File: config.mk
export PLATFORM = sky130hd
export DESIGN_NAME = smp_parser
export DESIGN_NICKNAME = d
export VERILOG_FILES = /design/src/common/smp_pkg.sv /design/src/design/smp_parser.sv
export SDC_FILE = /design/constraint.sdc
export NUM_CORES = 1
export LEC_CHECK = 0
export BUFFER_PORTS_ARGS = -buffer_cell sky130_fd_sc_hd__clkbuf_2
export CAP_MARGIN = 40
export CORE_MARGIN = 4
export CORE_UTILIZATION = 59
export CTS_CLUSTER_DIAMETER = 120
export DETAILED_ROUTE_END_ITERATION = 8
export PLACE_DENSITY_LB_ADDON = 0.25
export SLEW_MARGIN = 10
export SYNTH_ARGS = -nofsm -noshare
export SYNTH_HDL_FRONTEND = slang
export SYNTH_SLANG_ARGS = --single-unit
File: constraint.sdc
create_clock -name mclk -period 3.45 [get_ports mclk]
set_input_delay 0.1725 -clock mclk [delete_from_list [all_inputs] [get_ports mclk]]
set_output_delay 0.1725 -clock mclk [all_outputs]
set_load 0.01 [all_outputs]
File: src/common/smp_pkg.sv
// Purpose: shared constants, states and carriers of the message parser
// Assumes: byte-wide ASCII stream from the bus acceptor layer
// Notes:   character codes are ASCII byte values
package smp_pkg;
	// ----------------------------------------
	// character codes
	// ----------------------------------------
	localparam logic [7:0] CH_LF    = 8'h0A;
	localparam logic [7:0] CH_SP    = 8'h20;
	localparam logic [7:0] CH_COLON = 8'h3A;
	localparam logic [7:0] CH_SEMI  = 8'h3B;
	localparam logic [7:0] CH_COMMA = 8'h2C;
	localparam logic [7:0] CH_STAR  = 8'h2A;
	localparam logic [7:0] CH_DOT   = 8'h2E;
	localparam logic [7:0] CH_PLUS  = 8'h2B;
	localparam logic [7:0] CH_MINUS = 8'h2D;
	localparam logic [7:0] CH_E     = 8'h45;
	localparam logic [7:0] CH_K     = 8'h4B;
	localparam logic [7:0] CH_M     = 8'h4D;
	localparam logic [7:0] CH_G     = 8'h47;
	localparam logic [7:0] CH_3     = 8'h33;
	localparam logic [7:0] CH_6     = 8'h36;
	localparam logic [7:0] CH_9     = 8'h39;
	localparam logic [7:0] CASE_GAP = 8'h20;
	// ----------------------------------------
	// limits and reset values
	// ----------------------------------------
	localparam logic [8:0] MSG_MAX   = 9'h100;
	localparam logic [8:0] OUT_MAX   = 9'h100;
	localparam logic [4:0] ADDR_RST  = 5'h06;
	localparam logic [2:0] DEPTH_MAX = 3'h7;
	localparam logic [2:0] Q_DEPTH   = 3'h4;
	// ----------------------------------------
	// states and kinds
	// ----------------------------------------
	typedef enum logic [2:0] {P_START = 3'b000, P_NODE = 3'b001, P_MNEM = 3'b010,
		P_PARAM = 3'b011, P_SKIP = 3'b100} smp_pst_t;
	typedef enum logic [3:0] {N_NONE = 4'b0000, N_SIGN = 4'b0001, N_INT = 4'b0010, N_FRAC = 4'b0011,
		N_EXPE = 4'b0100, N_EXPS = 4'b0101, N_EXPD = 4'b0110, N_SUFX = 4'b0111,
		N_WORD = 4'b1000, N_BAD = 4'b1001} smp_nst_t;
	typedef enum logic [2:0] {K_MNEM = 3'b000, K_PARAM = 3'b001, K_ROOT = 3'b010, K_DOWN = 3'b011,
		K_PSEP = 3'b100, K_CEND = 3'b101, K_MEND = 3'b110} smp_kind_t;
	typedef enum logic [1:0] {R_CHAR = 2'b00, R_ITEM = 2'b01, R_UNIT = 2'b10, R_END = 2'b11} smp_rkind_t;
	// ----------------------------------------
	// carriers
	// ----------------------------------------
	typedef struct packed {logic valid; logic [7:0] chr; logic eoi; logic get;} smp_rx_t;
	typedef struct packed {logic valid; smp_kind_t kind; logic [7:0] chr; logic last; logic common;} smp_tok_t;
	typedef struct packed {logic valid; smp_rkind_t kind; logic [7:0] chr; logic mult;} smp_resp_t;
	typedef struct packed {logic valid; logic [7:0] chr; logic eoi;} smp_tx_t;
endpackage

File: src/design/smp_parser.sv
// Purpose: program message parser and response formatter
// Assumes: rx and resp come from logic on mclk; tx is taken every cycle
// Notes:   command decoding and settings live outside; they report back
`timescale 1ns/10ps
module smp_parser (
	input  wire logic           mclk,
	input  wire logic           nrst,
	input  smp_pkg::smp_rx_t    rx,
	input  wire logic           node_ok,
	input  wire logic           exe_fail,
	input  wire logic           mode_reject,
	input  wire logic           near_used,
	input  wire logic           addr_wr,
	input  wire logic [4:0]     addr_val,
	input  wire logic           raw_numeric_output_mode,
	input  smp_pkg::smp_resp_t  resp,
	output smp_pkg::smp_tok_t   tok,
	output logic [2:0]          depth,
	output logic                cmd_err,
	output logic                exe_err,
	output logic                dev_err,
	output logic [4:0]          bus_addr,
	output logic                resp_ready,
	output smp_pkg::smp_tx_t    tx
);
	import smp_pkg::*;

	smp_pst_t   pst, next_pst;
	smp_nst_t   nst, next_nst;
	logic [8:0] len, next_len;
	logic       common, next_common;
	smp_tok_t   next_tok;
	logic [2:0] next_depth;
	logic       next_cmd_err, next_exe_err, next_dev_err;
	logic [4:0] next_bus_addr;
	logic [Q_DEPTH-1:0][7:0] q, next_q;
	logic [2:0] qn, next_qn;
	logic       qlast, next_qlast;
	logic       pend_semi, next_pend_semi;
	logic [8:0] ocnt, next_ocnt;
	smp_tx_t    next_tx;

	// case folding of letters
	function automatic logic [7:0] fold(input logic [7:0] c);
		fold = (c >= 8'h61 && c <= 8'h7A) ? c - CASE_GAP : c;
	endfunction

	function automatic logic is_alpha(input logic [7:0] c);
		is_alpha = (c >= 8'h41 && c <= 8'h5A);
	endfunction

	function automatic logic is_digit(input logic [7:0] c);
		is_digit = (c >= 8'h30 && c <= 8'h39);
	endfunction

	// one step of the parameter syntax checker, c already folded
	function automatic smp_nst_t num_step(input smp_nst_t s, input logic [7:0] c);
		num_step = N_BAD;
		if (is_digit(c)) begin
			case (s)
				N_NONE, N_SIGN, N_INT: num_step = N_INT;
				N_FRAC: num_step = N_FRAC;
				N_EXPE, N_EXPS, N_EXPD: num_step = N_EXPD;
				N_WORD: num_step = N_WORD;
				default: num_step = N_BAD;
			endcase
		end else if (c == CH_DOT) begin
			if (s == N_NONE || s == N_SIGN || s == N_INT)
				num_step = N_FRAC;
		end else if (c == CH_PLUS || c == CH_MINUS) begin
			if (s == N_NONE)
				num_step = N_SIGN;
			else if (s == N_EXPE)
				num_step = N_EXPS;
		end else if (is_alpha(c)) begin
			case (s)
				N_INT, N_FRAC: num_step = (c == CH_E) ? N_EXPE : N_SUFX;
				N_EXPD, N_SUFX: num_step = N_SUFX;
				N_NONE, N_WORD: num_step = N_WORD;
				default: num_step = N_BAD;
			endcase
		end
	endfunction

	function automatic logic bad_end(input smp_nst_t s);
		bad_end = (s == N_SIGN || s == N_EXPE || s == N_EXPS || s == N_BAD);
	endfunction

	// ----------------------------------------
	// receive side: delimiting and path
	// ----------------------------------------
	always_comb begin
		logic [7:0] c;
		logic       term;
		logic       err;
		c = fold(rx.chr);
		term = rx.valid && (rx.chr == CH_LF || rx.eoi);
		err = 1'b0;
		next_pst = pst;
		next_nst = nst;
		next_len = len;
		next_common = common;
		next_depth = depth;
		next_tok = '0;
		next_tok.common = common;
		if (rx.valid) begin
			if (len != MSG_MAX + 9'h001)
				next_len = len + 9'h001;
			if (len == MSG_MAX && !term)
				err = 1'b1;
			if (rx.chr != CH_LF) begin
				case (pst)
					P_START, P_NODE: begin
						if (c == CH_COLON && pst == P_START) begin
							next_depth = 3'h0;
							next_tok = '{1'b1, K_ROOT, c, 1'b0, 1'b0};
							next_pst = P_NODE;
						end else if (c == CH_STAR && pst == P_START) begin
							next_common = 1'b1;
							next_tok = '{1'b1, K_MNEM, c, 1'b0, 1'b1};
							next_pst = P_MNEM;
						end else if (is_alpha(c)) begin
							next_common = 1'b0;
							next_tok = '{1'b1, K_MNEM, c, 1'b0, 1'b0};
							next_pst = P_MNEM;
						end else if (!(c <= CH_SP || (c == CH_SEMI && pst == P_START)))
							err = 1'b1;
					end
					P_MNEM: begin
						if (c == CH_COLON) begin
							if (common || !node_ok || depth == DEPTH_MAX)
								err = 1'b1;
							else begin
								next_depth = depth + 3'h1;
								next_tok = '{1'b1, K_DOWN, c, 1'b0, 1'b0};
								next_pst = P_NODE;
							end
						end else if (c == CH_SEMI) begin
							next_tok = '{1'b1, K_CEND, c, 1'b0, common};
							next_pst = P_START;
						end else if (c <= CH_SP) begin
							next_nst = N_NONE;
							next_pst = P_PARAM;
						end else if (c == CH_COMMA)
							err = 1'b1;
						else
							next_tok = '{1'b1, K_MNEM, c, 1'b0, common};
					end
					P_PARAM: begin
						if (c == CH_COMMA || c == CH_SEMI) begin
							if (bad_end(nst) || nst == N_NONE)
								err = 1'b1;
							next_tok = '{1'b1, (c == CH_COMMA) ? K_PSEP : K_CEND, c, 1'b0, common};
							next_nst = N_NONE;
							if (c == CH_SEMI)
								next_pst = P_START;
						end else if (!(c <= CH_SP && nst == N_NONE)) begin
							next_nst = num_step(nst, c);
							if (next_nst == N_BAD)
								err = 1'b1;
							next_tok = '{1'b1, K_PARAM, c, 1'b0, common};
						end
					end
					default: ;
				endcase
			end
			if (term) begin
				if (pst == P_PARAM && nst != N_NONE && bad_end(next_nst))
					err = 1'b1;
				if (!next_tok.valid)
					next_tok = '{1'b1, K_MEND, c, 1'b0, common};
				next_tok.last = 1'b1;
				next_depth = 3'h0;
				next_pst = P_START;
				next_nst = N_NONE;
				next_len = 9'h000;
				next_common = 1'b0;
			end else if (err) begin
				next_pst = P_SKIP;
				next_tok = '0;
			end
		end
		if (rx.get && len != 9'h000)
			err = 1'b1;
		next_cmd_err = err;
		next_exe_err = exe_fail || mode_reject;
		next_dev_err = near_used;
		next_bus_addr = addr_wr ? addr_val : bus_addr;
	end

	// receive registers; tokens leave in arrival order
	always_ff @(posedge mclk) begin
		if (!nrst) begin
			pst <= P_START;
			nst <= N_NONE;
			len <= 9'h000;
			common <= 1'b0;
			depth <= 3'h0;
			tok <= '0;
			cmd_err <= 1'b0;
			exe_err <= 1'b0;
			dev_err <= 1'b0;
			bus_addr <= ADDR_RST;
		end else begin
			pst <= next_pst;
			nst <= next_nst;
			len <= next_len;
			common <= next_common;
			depth <= next_depth;
			tok <= next_tok;
			cmd_err <= next_cmd_err;
			exe_err <= next_exe_err;
			dev_err <= next_dev_err;
			bus_addr <= next_bus_addr;
		end
	end

	// ----------------------------------------
	// transmit side: response formatting
	// ----------------------------------------
	always_comb begin
		logic [7:0] c;
		c = fold(resp.chr);
		next_q = q;
		next_qn = qn;
		next_qlast = qlast;
		next_pend_semi = pend_semi;
		next_ocnt = ocnt;
		next_tx = '0;
		if (qn != 3'h0) begin
			if (ocnt < OUT_MAX || (qlast && qn == 3'h1))
				next_tx = '{1'b1, q[0], qlast && qn == 3'h1};
			if (qlast && qn == 3'h1) begin
				next_ocnt = 9'h000;
				next_qlast = 1'b0;
			end else if (ocnt != OUT_MAX)
				next_ocnt = ocnt + 9'h001;
			next_q = {8'h00, q[Q_DEPTH-1:1]};
			next_qn = qn - 3'h1;
		end else if (resp.valid && resp_ready) begin
			case (resp.kind)
				R_CHAR: begin
					if (pend_semi) begin
						next_q[next_qn[1:0]] = CH_SEMI;
						next_qn = next_qn + 3'h1;
					end
					next_pend_semi = 1'b0;
					if (resp.mult && !raw_numeric_output_mode && (c == CH_K || c == CH_M || c == CH_G)) begin
						next_q[next_qn[1:0]] = CH_E;
						next_q[next_qn[1:0] + 2'h1] = CH_PLUS;
						next_q[next_qn[1:0] + 2'h2] = (c == CH_K) ? CH_3 : (c == CH_M) ? CH_6 : CH_9;
						next_qn = next_qn + 3'h3;
					end else begin
						next_q[next_qn[1:0]] = c;
						next_qn = next_qn + 3'h1;
					end
				end
				R_ITEM: begin
					next_q[0] = CH_COMMA;
					next_qn = 3'h1;
				end
				R_UNIT: next_pend_semi = 1'b1;
				default: begin
					next_q[0] = CH_LF;
					next_qn = 3'h1;
					next_qlast = 1'b1;
					next_pend_semi = 1'b0;
				end
			endcase
		end
	end

	// transmit registers
	always_ff @(posedge mclk) begin
		if (!nrst) begin
			q <= '0;
			qn <= 3'h0;
			qlast <= 1'b0;
			pend_semi <= 1'b0;
			ocnt <= 9'h000;
			tx <= '0;
			resp_ready <= 1'b0;
		end else begin
			q <= next_q;
			qn <= next_qn;
			qlast <= next_qlast;
			pend_semi <= next_pend_semi;
			ocnt <= next_ocnt;
			tx <= next_tx;
			resp_ready <= (next_qn == 3'h0);
		end
	end

	// ----------------------------------------
	// checks
	// ----------------------------------------
	reset_root_a: assert property (@(posedge mclk) !nrst |=> depth == 3'h0)
		else $error("path not root after reset");
	term_root_a: assert property (@(posedge mclk) disable iff (!nrst)
		rx.valid && rx.chr == CH_LF |=> depth == 3'h0 && tok.last)
		else $error("terminator did not reset path");
	fold_tok_a: assert property (@(posedge mclk) disable iff (!nrst)
		tok.valid |-> !(tok.chr >= 8'h61 && tok.chr <= 8'h7A))
		else $error("lower case token");
	semi_path_a: assert property (@(posedge mclk) disable iff (!nrst)
		rx.valid && !rx.eoi && rx.chr == CH_SEMI && pst == P_MNEM |=> $stable(depth))
		else $error("semicolon changed path");
	comma_path_a: assert property (@(posedge mclk) disable iff (!nrst)
		rx.valid && !rx.eoi && rx.chr == CH_COMMA |=> $stable(depth))
		else $error("comma changed path");
	get_err_a: assert property (@(posedge mclk) disable iff (!nrst)
		rx.get && len != 9'h000 |=> cmd_err)
		else $error("trigger in message not flagged");
	exe_err_a: assert property (@(posedge mclk) disable iff (!nrst) mode_reject |=> exe_err)
		else $error("mode rejection not flagged");
	dev_err_a: assert property (@(posedge mclk) disable iff (!nrst) near_used |=> dev_err)
		else $error("nearest value not flagged");
	tx_upper_a: assert property (@(posedge mclk) disable iff (!nrst)
		tx.valid |-> !(tx.chr >= 8'h61 && tx.chr <= 8'h7A) && (tx.eoi == (tx.chr == CH_LF)))
		else $error("bad reply character");
	addr_rst_a: assert property (@(posedge mclk) !nrst |=> bus_addr == ADDR_RST)
		else $error("bus address not default");
endmodule // smp_parser

==> results of run 1 <==
==> area by class of cell <==
cell class / count / area (um^2)
fill: 880 / 3390
clock inverter: 6 / 68.8
inverter: 34 / 128
tap: 136 / 170
timing repair buffer: 90 / 505
multi-input combinational: 638 / 3970
sequential: 103 / 2060
clock buffer: 9 / 124
==> per-layer routing <==
metal / vias up / wire length, um
met1: 3197 / 8410
met2: 471 / 8900
met5: - / 0
li1: 3155 / -
met3: 46 / 2570
met4: 0 / 383
==> Yosys cell counts (all sizes together) (4+ instances only) <==
| cell type | number | area, um^2 |
|---|---|---|
| a31oi | 15 | 93.8 |
| nand2 | 74 | 280 |
| dfxtp | 103 | 2060 |
| o21ai | 73 | 365 |
| mux2i | 8 | 83.8 |
| o31ai | 5 | 42.5 |
| a21oi | 63 | 319 |
| nand3b | 4 | 30.0 |
| or4 | 5 | 45.0 |
| nand4 | 10 | 62.6 |
| and2 | 15 | 93.8 |
| ha | 14 | 175 |
| a211oi | 7 | 57.6 |
| nor2 | 95 | 357 |
| nor3 | 36 | 180 |
| o311ai | 6 | 87.6 |
| or3 | 8 | 50.1 |
| o211ai | 13 | 97.6 |
| o22ai | 9 | 70.1 |
| o21a | 5 | 45.0 |
| xor2 | 7 | 61.3 |
| buf | 12 | 62.6 |
| o221ai | 8 | 88.8 |
| clkbuf | 36 | 135 |
| nor3b | 5 | 37.5 |
| o2111ai | 4 | 52.6 |
| nand3 | 29 | 145 |
| xnor2 | 9 | 78.8 |
| inv | 32 | 120 |
| nor4 | 7 | 43.8 |
| nor2b | 11 | 68.8 |
| a22oi | 5 | 37.5 |
| a221oi | 4 | 35.0 |
| nor4b | 5 | 43.8 |
| nand2b | 6 | 37.5 |
| a22o | 4 | 35.0 |
| and3 | 8 | 50.1 |
==> state kept, by name, indices dropped and copies added, names as in the netlist, 3 cells and up, named ones only <==
name / count
bus_addr: 5
depth: 3
len: 9
nst: 4
ocnt: 9
pst: 3
q: 32
qn: 3
tok: 14
tx: 10
==> worst max path at each step <==
stage,start,endpoint,slack (ps),cells after the start
after floorplan,qn[0],resp_ready,500,12
after global placement,rx[3],tok[0],750,8
after detailed placement,rx[3],tok[0],680,8
after CTS,qn[0],q[0],800,10
after global routing,qn[0],q[0],570,10
final,pend_semi,q[9],730,9
==> cell families (layout without fill, tap and decap cells) <==
group / after synthesis / after routing
fa+ha+maj: 15 / 15
simple gates: 336 / 336
compound gates: 263 / 263
xor+xnor: 16 / 16
buf+inv: 82 / 139
flops: 103 / 103
mux: 8 / 8
==> where the power goes <==
part | leakage (nW) | switching (mW) | internal, mW
combinational | 1.66 | 0.970 | 0.468
sequential | 0.836 | 0.108 | 1.30
clock | 0.101 | 0.445 | 0.338
==> what timing repair did <==
action | in CTS | in global routing
resized for setup | 0 | 0
endpoints found under the hold margin | 3 | 0
hold buffers | 3 | 0
==> worst min-delay path, cell delays in order <==
cell and delay, ps:
clkbuf_2 80, nor2_1 30, nor2_1 70
==> impl_metrics.csv, run 1 <==
group,metric,value,unit
setup_path,path_buf_inv,2,
timing,finalCritPeriodShare,78.8,%
routing,drt_pass1_iterations,8,
routing,drc,0,
timing,fin_skew,21.5,ps
setup_path,r2r_end,"q[9]",
logic_synthesis,syn-cell-area,0.00635,mm^2
clock_tree,clk_pin_slew,120,ps
timing,rsz0062_at_grt,"false",
global_route,gr-total-overflow,0,
final_layout,instances_no_fill,1016,
global_route,grt_pass1_vias,6424,
clock_tree,cts_made_buffers,9,
timing,slew_headroom,45.8,%
logic_synthesis,synthDistinctLibCells,89,
die,dieArea,0.0125,mm^2
hold_path,holdPathStages,3,
setup_path,r2r_slack,730,ps
routing,viasPerCell,6.76,
global_route,grt_antenna_before_repair,0,
global_route,grt_pass1_wl,32900,um
setup_path,worstSetupPathType,"flop to flop",
setup_path,critPathMaxFanout,17,
clock_tree,cts_max_level,3,
setup_path,cp_data_required_time,3730,ps
timing,finalSetupViolCount,0,
clock_tree,insertion_delay,400,ps
routing,ant_nets,0,
timing,min_period,2720,ps
placement,globalplace.congestion,1.02,
timing,worst_slew_pin_slew,806,ps
die,die_x,112,um
die,start_util,61.0,%
global_route,grt-busiest-layer,"met2",
die,die_h,112,um
global_route,grt_use_total,32.0,%
logic_synthesis,syn_nets,874,
setup_path,reg2reg_depth,9,
logic_synthesis,synth_fa_ha_area_share,3.07,%
logic_synthesis,synth_mux_area_share,1.32,%
setup_path,worstReg2RegStart,"pend_semi",
clock_tree,cts_root_buffer,"clkbuf_8",
final_layout,final_nets,927,
logic_synthesis,yosysWarnings,0,
timing,setup_slack,733,ps
routing,vias,6869,
final_layout,insertedDiodeCount,0,
final_layout,drive_gt1_share,14.7,%
global_route,use_met1,45.7,%
setup_path,path_cells,"xnor2_1, buf_4, inv_1, nor2_1, nand2_1, o221ai_1, a21oi_1, a21oi_1, o21ai_0",
global_route,grt_max_degree,29,
placement,port_buffers,71,
die,io_pins,72,
logic_synthesis,ys_seq_area_share,32.5,%
final_layout,finalCoreUtilization,67.4,%
hold_path,hold_path.class,"primary input to flop",
timing,fmax,0.368,GHz
power,p_leak,2.60,nW
clock_tree,cts_setup_buffers,0,
global_route,grtUsageMet2,48.5,%
logic_synthesis,synth_top_family_by_area,"compound AO/OA/AOI/OAI gates",
hold_path,worstHoldStart,"exe_fail",
power,powerDensity,517,mW/mm^2
setup_path,path_common_cell,"a21oi_1",
final_layout,synthToLayoutAreaGrowth,10.6,%
timing,fin_tns_setup,0,ps
final_layout,design_area,0.00703,mm^2
logic_synthesis,synthArstFlopShare,0,%
power,power.total,3.63,mW
timing,hold_viol,0,
routing,initialDrtViolationCount,1154,
setup_path,cp.arrival,2990,ps
clock_tree,cts.sinks,103,
timing,timing.hold.ws,3.19,ps
logic_synthesis,synth_xor_area_share,2.21,%
placement,preCtsSetupSlack,685,ps
setup_path,crit_family,"simple AND/OR/NAND/NOR gates",
logic_synthesis,yosys.area_share.simple,26.7,%
clock_tree,clock_path_buffers,2,
setup_path,cp_slowest_stage_delay,580,ps
setup_path,cp_slowest_cell,"dfxtp_1",
placement,placed_cells,998,
routing,wl,20300,um
logic_synthesis,avgSynthCellArea,7.72,um^2
logic_synthesis,synth-compound-area-share,29.1,%
logic_synthesis,synthFlopType,"dfxtp_1",
final_layout,final_cell_mix,"dfxtp_1, nor2_1, nand2_1",
outcome,status,"finished clean",
setup_path,end_kind,"flop",
routing,wl_per_cell,19.9,um
logic_synthesis,synthCells,823,
die,rows,37,
timing,finalMaxSlewViolations,0,
placement,dp_hpwl,14700,um
final_layout,layout_commonest_cell,"dfxtp_1",
global_route,grt_use_met3,7.72,%
hold_path,hold_path_end,"exe_err",
clock_tree,cts_tree,"built",
logic_synthesis,ys_ff_latch,103,
power,ir_worst_vdd,0.320,mV
die,coreArea,0.0104,mm^2
run,cap_violations,0,
logic_synthesis,synth_edf_count,0,
placement,dpl_cell_area,0.00680,mm^2
setup_path,cp-start-kind,"flop",
(Power assumes the default switching activity.)
==> inputs of run 2 (changes only) <==
clock period = 2.6 ns   (was 3.45 ns; I/O delays follow)
==> impl_metrics.csv, run 2 (same netlist as run 1, synthesis figures left out) <==
group,metric,value,unit
die,die_x,112,um
final_layout,fill_cells,837,
setup_path,end_kind,"flop",
final_layout,finalCoreUtilization,71.1,%
timing,fin_tns_setup,0,ps
clock_tree,cts_setup_buffers,0,
setup_path,worstSetupPathType,"flop to flop",
routing,ant_nets,0,
die,rows,37,
die,io_pins,72,
placement,globalplace.congestion,0.959,
routing,wl_per_cell,19.6,um
timing,slew_headroom,45.6,%
global_route,grt_use_total,33.0,%
timing,min_period,2490,ps
setup_path,cp.arrival,2780,ps
clock_tree,cts_root_buffer,"clkbuf_8",
routing,wl,20800,um
power,ir_worst_vdd,0.766,mV
final_layout,layout_commonest_cell,"dfxtp_1",
final_layout,insertedDiodeCount,0,
die,dieArea,0.0125,mm^2
die,start_util,61.0,%
die,die_h,112,um
timing,timing.hold.ws,80.3,ps
final_layout,reg.largest.list,"q (32), tok (14), tx (10)",
setup_path,cp_slowest_cell,"dfxtp_1",
final_layout,synthToLayoutAreaGrowth,16.7,%
timing,fmax,0.402,GHz
final_layout,regMostFlops,"q",
hold_path,hold_path.class,"primary input to flop",
clock_tree,cts_made_buffers,9,
global_route,grt_pass1_vias,6557,
final_layout,drive_gt1_share,18.9,%
final_layout,largest_reg_flops,32,
clock_tree,cts.sinks,103,
global_route,grt_pass1_wl,33900,um
clock_tree,clk_pin_slew,110,ps
global_route,gr-total-overflow,0,
setup_path,crit_family,"compound AO/OA/AOI/OAI gates",
timing,rsz0062_at_grt,"false",
placement,port_buffers,71,
power,powerDensity,671,mW/mm^2
timing,worst_slew_pin_slew,810,ps
routing,drt_pass1_iterations,6,
run,cap_violations,0,
routing,drc,0,
setup_path,cp_slowest_stage_delay,580,ps
setup_path,critPathMaxFanout,11,
routing,vias,7000,
clock_tree,cts_max_level,3,
timing,fin_skew,11.3,ps
timing,hold_viol,0,
placement,dp_hpwl,15200,um
timing,finalSetupViolCount,0,
clock_tree,cts_tree,"built",
setup_path,cp.depth,8,
final_layout,final_cell_mix,"dfxtp_1, nor2_1, nand2_1",
setup_path,path_cells,"nor2b_1, a41oi_1, nor3_1, a2111oi_4, a311oi_4, buf_4, o31a_1, o21ai_1",
clock_tree,insertion_delay,390,ps
power,p_leak,2.81,nW
setup_path,cp_data_required_time,2890,ps
setup_path,reg2reg_depth,8,
final_layout,final_nets,971,
die,coreArea,0.0104,mm^2
global_route,grt_antenna_before_repair,0,
setup_path,path_buf_inv,1,
hold_path,holdPathStages,3,
outcome,status,"finished clean",
global_route,grt_max_degree,29,
timing,finalCritPeriodShare,95.7,%
routing,initialDrtViolationCount,1032,
setup_path,cp-start-kind,"flop",
clock_tree,clock_path_buffers,2,
timing,finalMaxSlewViolations,0,
routing,viasPerCell,6.60,
[run 2: worst register-to-register path: cells and delay by family (launching register included)]
family / cells / cell delay [ps]
and+or+nand+nor: 2 / 690
DFF: 1 / 580
AOI/OAI and AO/OA: 5 / 910
buffers and inverters: 1 / 220
[run 2: layout make-up]
class	count	area, um^2	area share [%]
inverter	34	129	1.74
clock buffer	10	138	1.86
multi-input combinational	638	4000	53.9
tap	136	170	2.30
timing repair buffer	134	861	11.6
clock inverter	6	51.3	0.692
sequential	103	2060	27.9
[run 2: final timing paths]
path           start  endpoint  slack, ps
min          resp[7]     q[22]         80
max           nst[1]   cmd_err        110
max reg2reg   nst[1]   cmd_err        110
min reg2reg    q[22]     q[14]        470
[run 2: repair_timing]
item | CTS | global route
resized for setup | 0 | 1
endpoints found under the hold margin | 7 | 0
hold buffers | 8 | 0
endpoints found under the setup margin | 0 | 3
[run 2: power breakdown]
group	internal [mW]	switching (mW)
clock	0.390	0.624
combinational	0.742	1.32
sequential	1.73	0.156
total	2.86	2.10
[run 2: per-layer routing]
layer	vias up	GRT usage, %	wire length [um]
li1	3236	-	-
met1	3231	46.8	8990
met2	481	48.1	8900
met3	52	9.67	2490
met4	0	10.9	415
met5	-	0	0
[run 2: stage by stage]
| stage | cells | instance area (um^2) | total power, mW | setup WS (ps) |
|---|---|---|---|---|
| 2_1_floorplan | 823 | 6390 | 3.19 | 25.6 |
| 3_5_place_dp | 1037 | 7140 | 3.88 | 73.0 |
| 6_report | 1061 | 7410 | 4.97 | 111 |
| 4_1_cts | 1061 | 7410 | 4.88 | 148 |
| 5_1_grt | 1061 | 7410 | 5.23 | 21.0 |
| 3_3_place_gp | 1037 | 7140 | 3.82 | 115 |
==> inputs of run 3 (changes only) <==
PLACE_DENSITY = 0.8   (was unset)
PLACE_DENSITY_LB_ADDON = unset   (was 0.25)
==> impl_metrics.csv, run 3 (same netlist as run 1, synthesis figures left out) <==
group,metric,value,unit
global_route,grt_pass1_wl,34500,um
final_layout,synthToLayoutAreaGrowth,17.8,%
global_route,grt_antenna_before_repair,0,
setup_path,worstReg2RegStart,"qn[1]",
timing,worst_slew_pin_slew,766,ps
routing,viasPerCell,6.70,
setup_path,r2r_slack,140,ps
routing,vias,7159,
timing,finalMaxSlewViolations,0,
global_route,grt_pass1_vias,6829,
clock_tree,cts_setup_buffers,0,
setup_path,critPathMaxFanout,17,
die,die_x,112,um
global_route,grt_use_total,33.6,%
placement,port_buffers,71,
setup_path,reg2reg_depth,11,
final_layout,layout_commonest_cell,"dfxtp_1",
die,start_util,61.0,%
clock_tree,insertion_delay,390,ps
die,coreArea,0.0104,mm^2
final_layout,reg.largest.list,"q (32), tok (14), tx (10)",
power,p_leak,2.85,nW
placement,globalplace.congestion,1.03,
timing,fin_tns_setup,0,ps
final_layout,final_nets,979,
run,cap_violations,0,
setup_path,cp_slowest_stage_delay,400,ps
timing,hold_viol,0,
final_layout,regMostFlops,"q",
timing,rsz0062_at_grt,"false",
die,dieArea,0.0125,mm^2
timing,slew_headroom,48.8,%
timing,finalCritPeriodShare,94.5,%
setup_path,endpoint,"q[8]",
setup_path,end_kind,"flop",
setup_path,cp_data_required_time,2870,ps
setup_path,cp_slowest_cell,"dfxtp_2",
timing,fmax,0.407,GHz
routing,wl,21300,um
routing,initialDrtViolationCount,1010,
global_route,grt_max_degree,29,
setup_path,r2r_end,"q[8]",
die,die_h,112,um
setup_path,cp-start-kind,"flop",
clock_tree,clk_pin_slew,110,ps
setup_path,path_cells,"inv_1, ha_4, mux2i_4, buf_4, nor2_1, buf_4, nand2_1, o21ai_0, a21oi_1, nor3_1, o21ai_0",
final_layout,largest_reg_flops,32,
placement,dp_hpwl,15600,um
routing,drt_pass1_iterations,7,
final_layout,final_cell_mix,"dfxtp_1, nor2_1, nand2_1",
timing,fin_skew,14.1,ps
clock_tree,cts_root_buffer,"clkbuf_8",
final_layout,drive_gt1_share,19.6,%
clock_tree,cts_tree,"built",
outcome,status,"finished clean",
clock_tree,clock_path_buffers,2,
setup_path,critPathLaunch,"qn[1]",
power,ir_worst_vdd,0.548,mV
power,powerDensity,670,mW/mm^2
clock_tree,cts.sinks,103,
final_layout,insertedDiodeCount,0,
hold_path,hold_path.class,"primary input to flop",
hold_path,worstHoldStart,"resp[7]",
setup_path,cp.arrival,2730,ps
routing,drc,0,
clock_tree,cts_max_level,3,
setup_path,worstSetupPathType,"flop to flop",
die,rows,37,
die,io_pins,72,
timing,min_period,2460,ps
power,power.total,5.01,mW
global_route,gr-total-overflow,0,
routing,wl_per_cell,20.0,um
routing,ant_nets,0,
clock_tree,cts_made_buffers,9,
timing,finalSetupViolCount,0,
[run 3: through the flow]
stage / setup WS [ps] / util, % / hold slack (ps) / instance area (um^2) / cells
2_1_floorplan: 25.6 / - / 246 / 6390 / 823
3_3_place_gp: 110 / 69.0 / 334 / 7180 / 1045
3_5_place_dp: 29.7 / 69.0 / 345 / 7180 / 1045
4_1_cts: 159 / 71.8 / 68.7 / 7470 / 1069
5_1_grt: 5.41 / 71.8 / 89.9 / 7480 / 1069
6_report: 142 / 71.8 / 89.6 / 7480 / 1069
[run 3: worst max-delay path, delay by kind of cell, from the launching register on]
| kind | cells | cell delay (ps) |
|---|---|---|
| and+or+nand+nor | 3 | 680 |
| buffers and inverters | 3 | 530 |
| DFF | 1 | 400 |
| AOI/OAI and AO/OA | 3 | 380 |
| adders and majority gates | 1 | 290 |
| muxes | 1 | 70 |
[run 3: final cells by class]
class                   instances  area [um^2]
clock buffers                   9          124
flip-flops and latches        103         2070
clock inverters                 7         86.3
inverters                      34          129
fillers                       815         2940
multi-input cells             638         3990
well taps                     136          170
repair buffers                142          908
[run 3: report_power, final]
| group | leakage, nW | total [mW] | internal, mW | switching (mW) |
|---|---|---|---|---|
| Clock | 0.104 | 1.10 | 0.468 | 0.628 |
| Sequential | 0.837 | 1.89 | 1.73 | 0.158 |
| Combinational | 1.91 | 2.02 | 0.713 | 1.31 |
| Total | 2.85 | 5.01 | 2.92 | 2.09 |
[run 3: routing by layer]
layer | GRT usage (%) | routed length, um | vias to the layer above
met1 | 47.6 | 9040 | 3354
met5 | 0 | 0 | -
met2 | 49.8 | 9270 | 480
li1 | - | - | 3248
met3 | 7.55 | 2390 | 77
met4 | 12.7 | 627 | 0
[run 3: worst min-delay path by stage]
stage                    to  slack (ps)  cells past startpoint
floorplan           exe_err         250                      2
global placement    exe_err         330                      3
detailed placement  dev_err         340                      2
CTS                   q[22]          70                      3
global route          q[22]          90                      3
finish                q[22]          90                      3
[run 3: timing repair]
| action | CTS | global route |
|---|---|---|
| hold endpoints to repair | 7 | 0 |
| resized for setup | 0 | 3 |
| hold buffers | 8 | 0 |
| setup endpoints to repair | 0 | 1 |
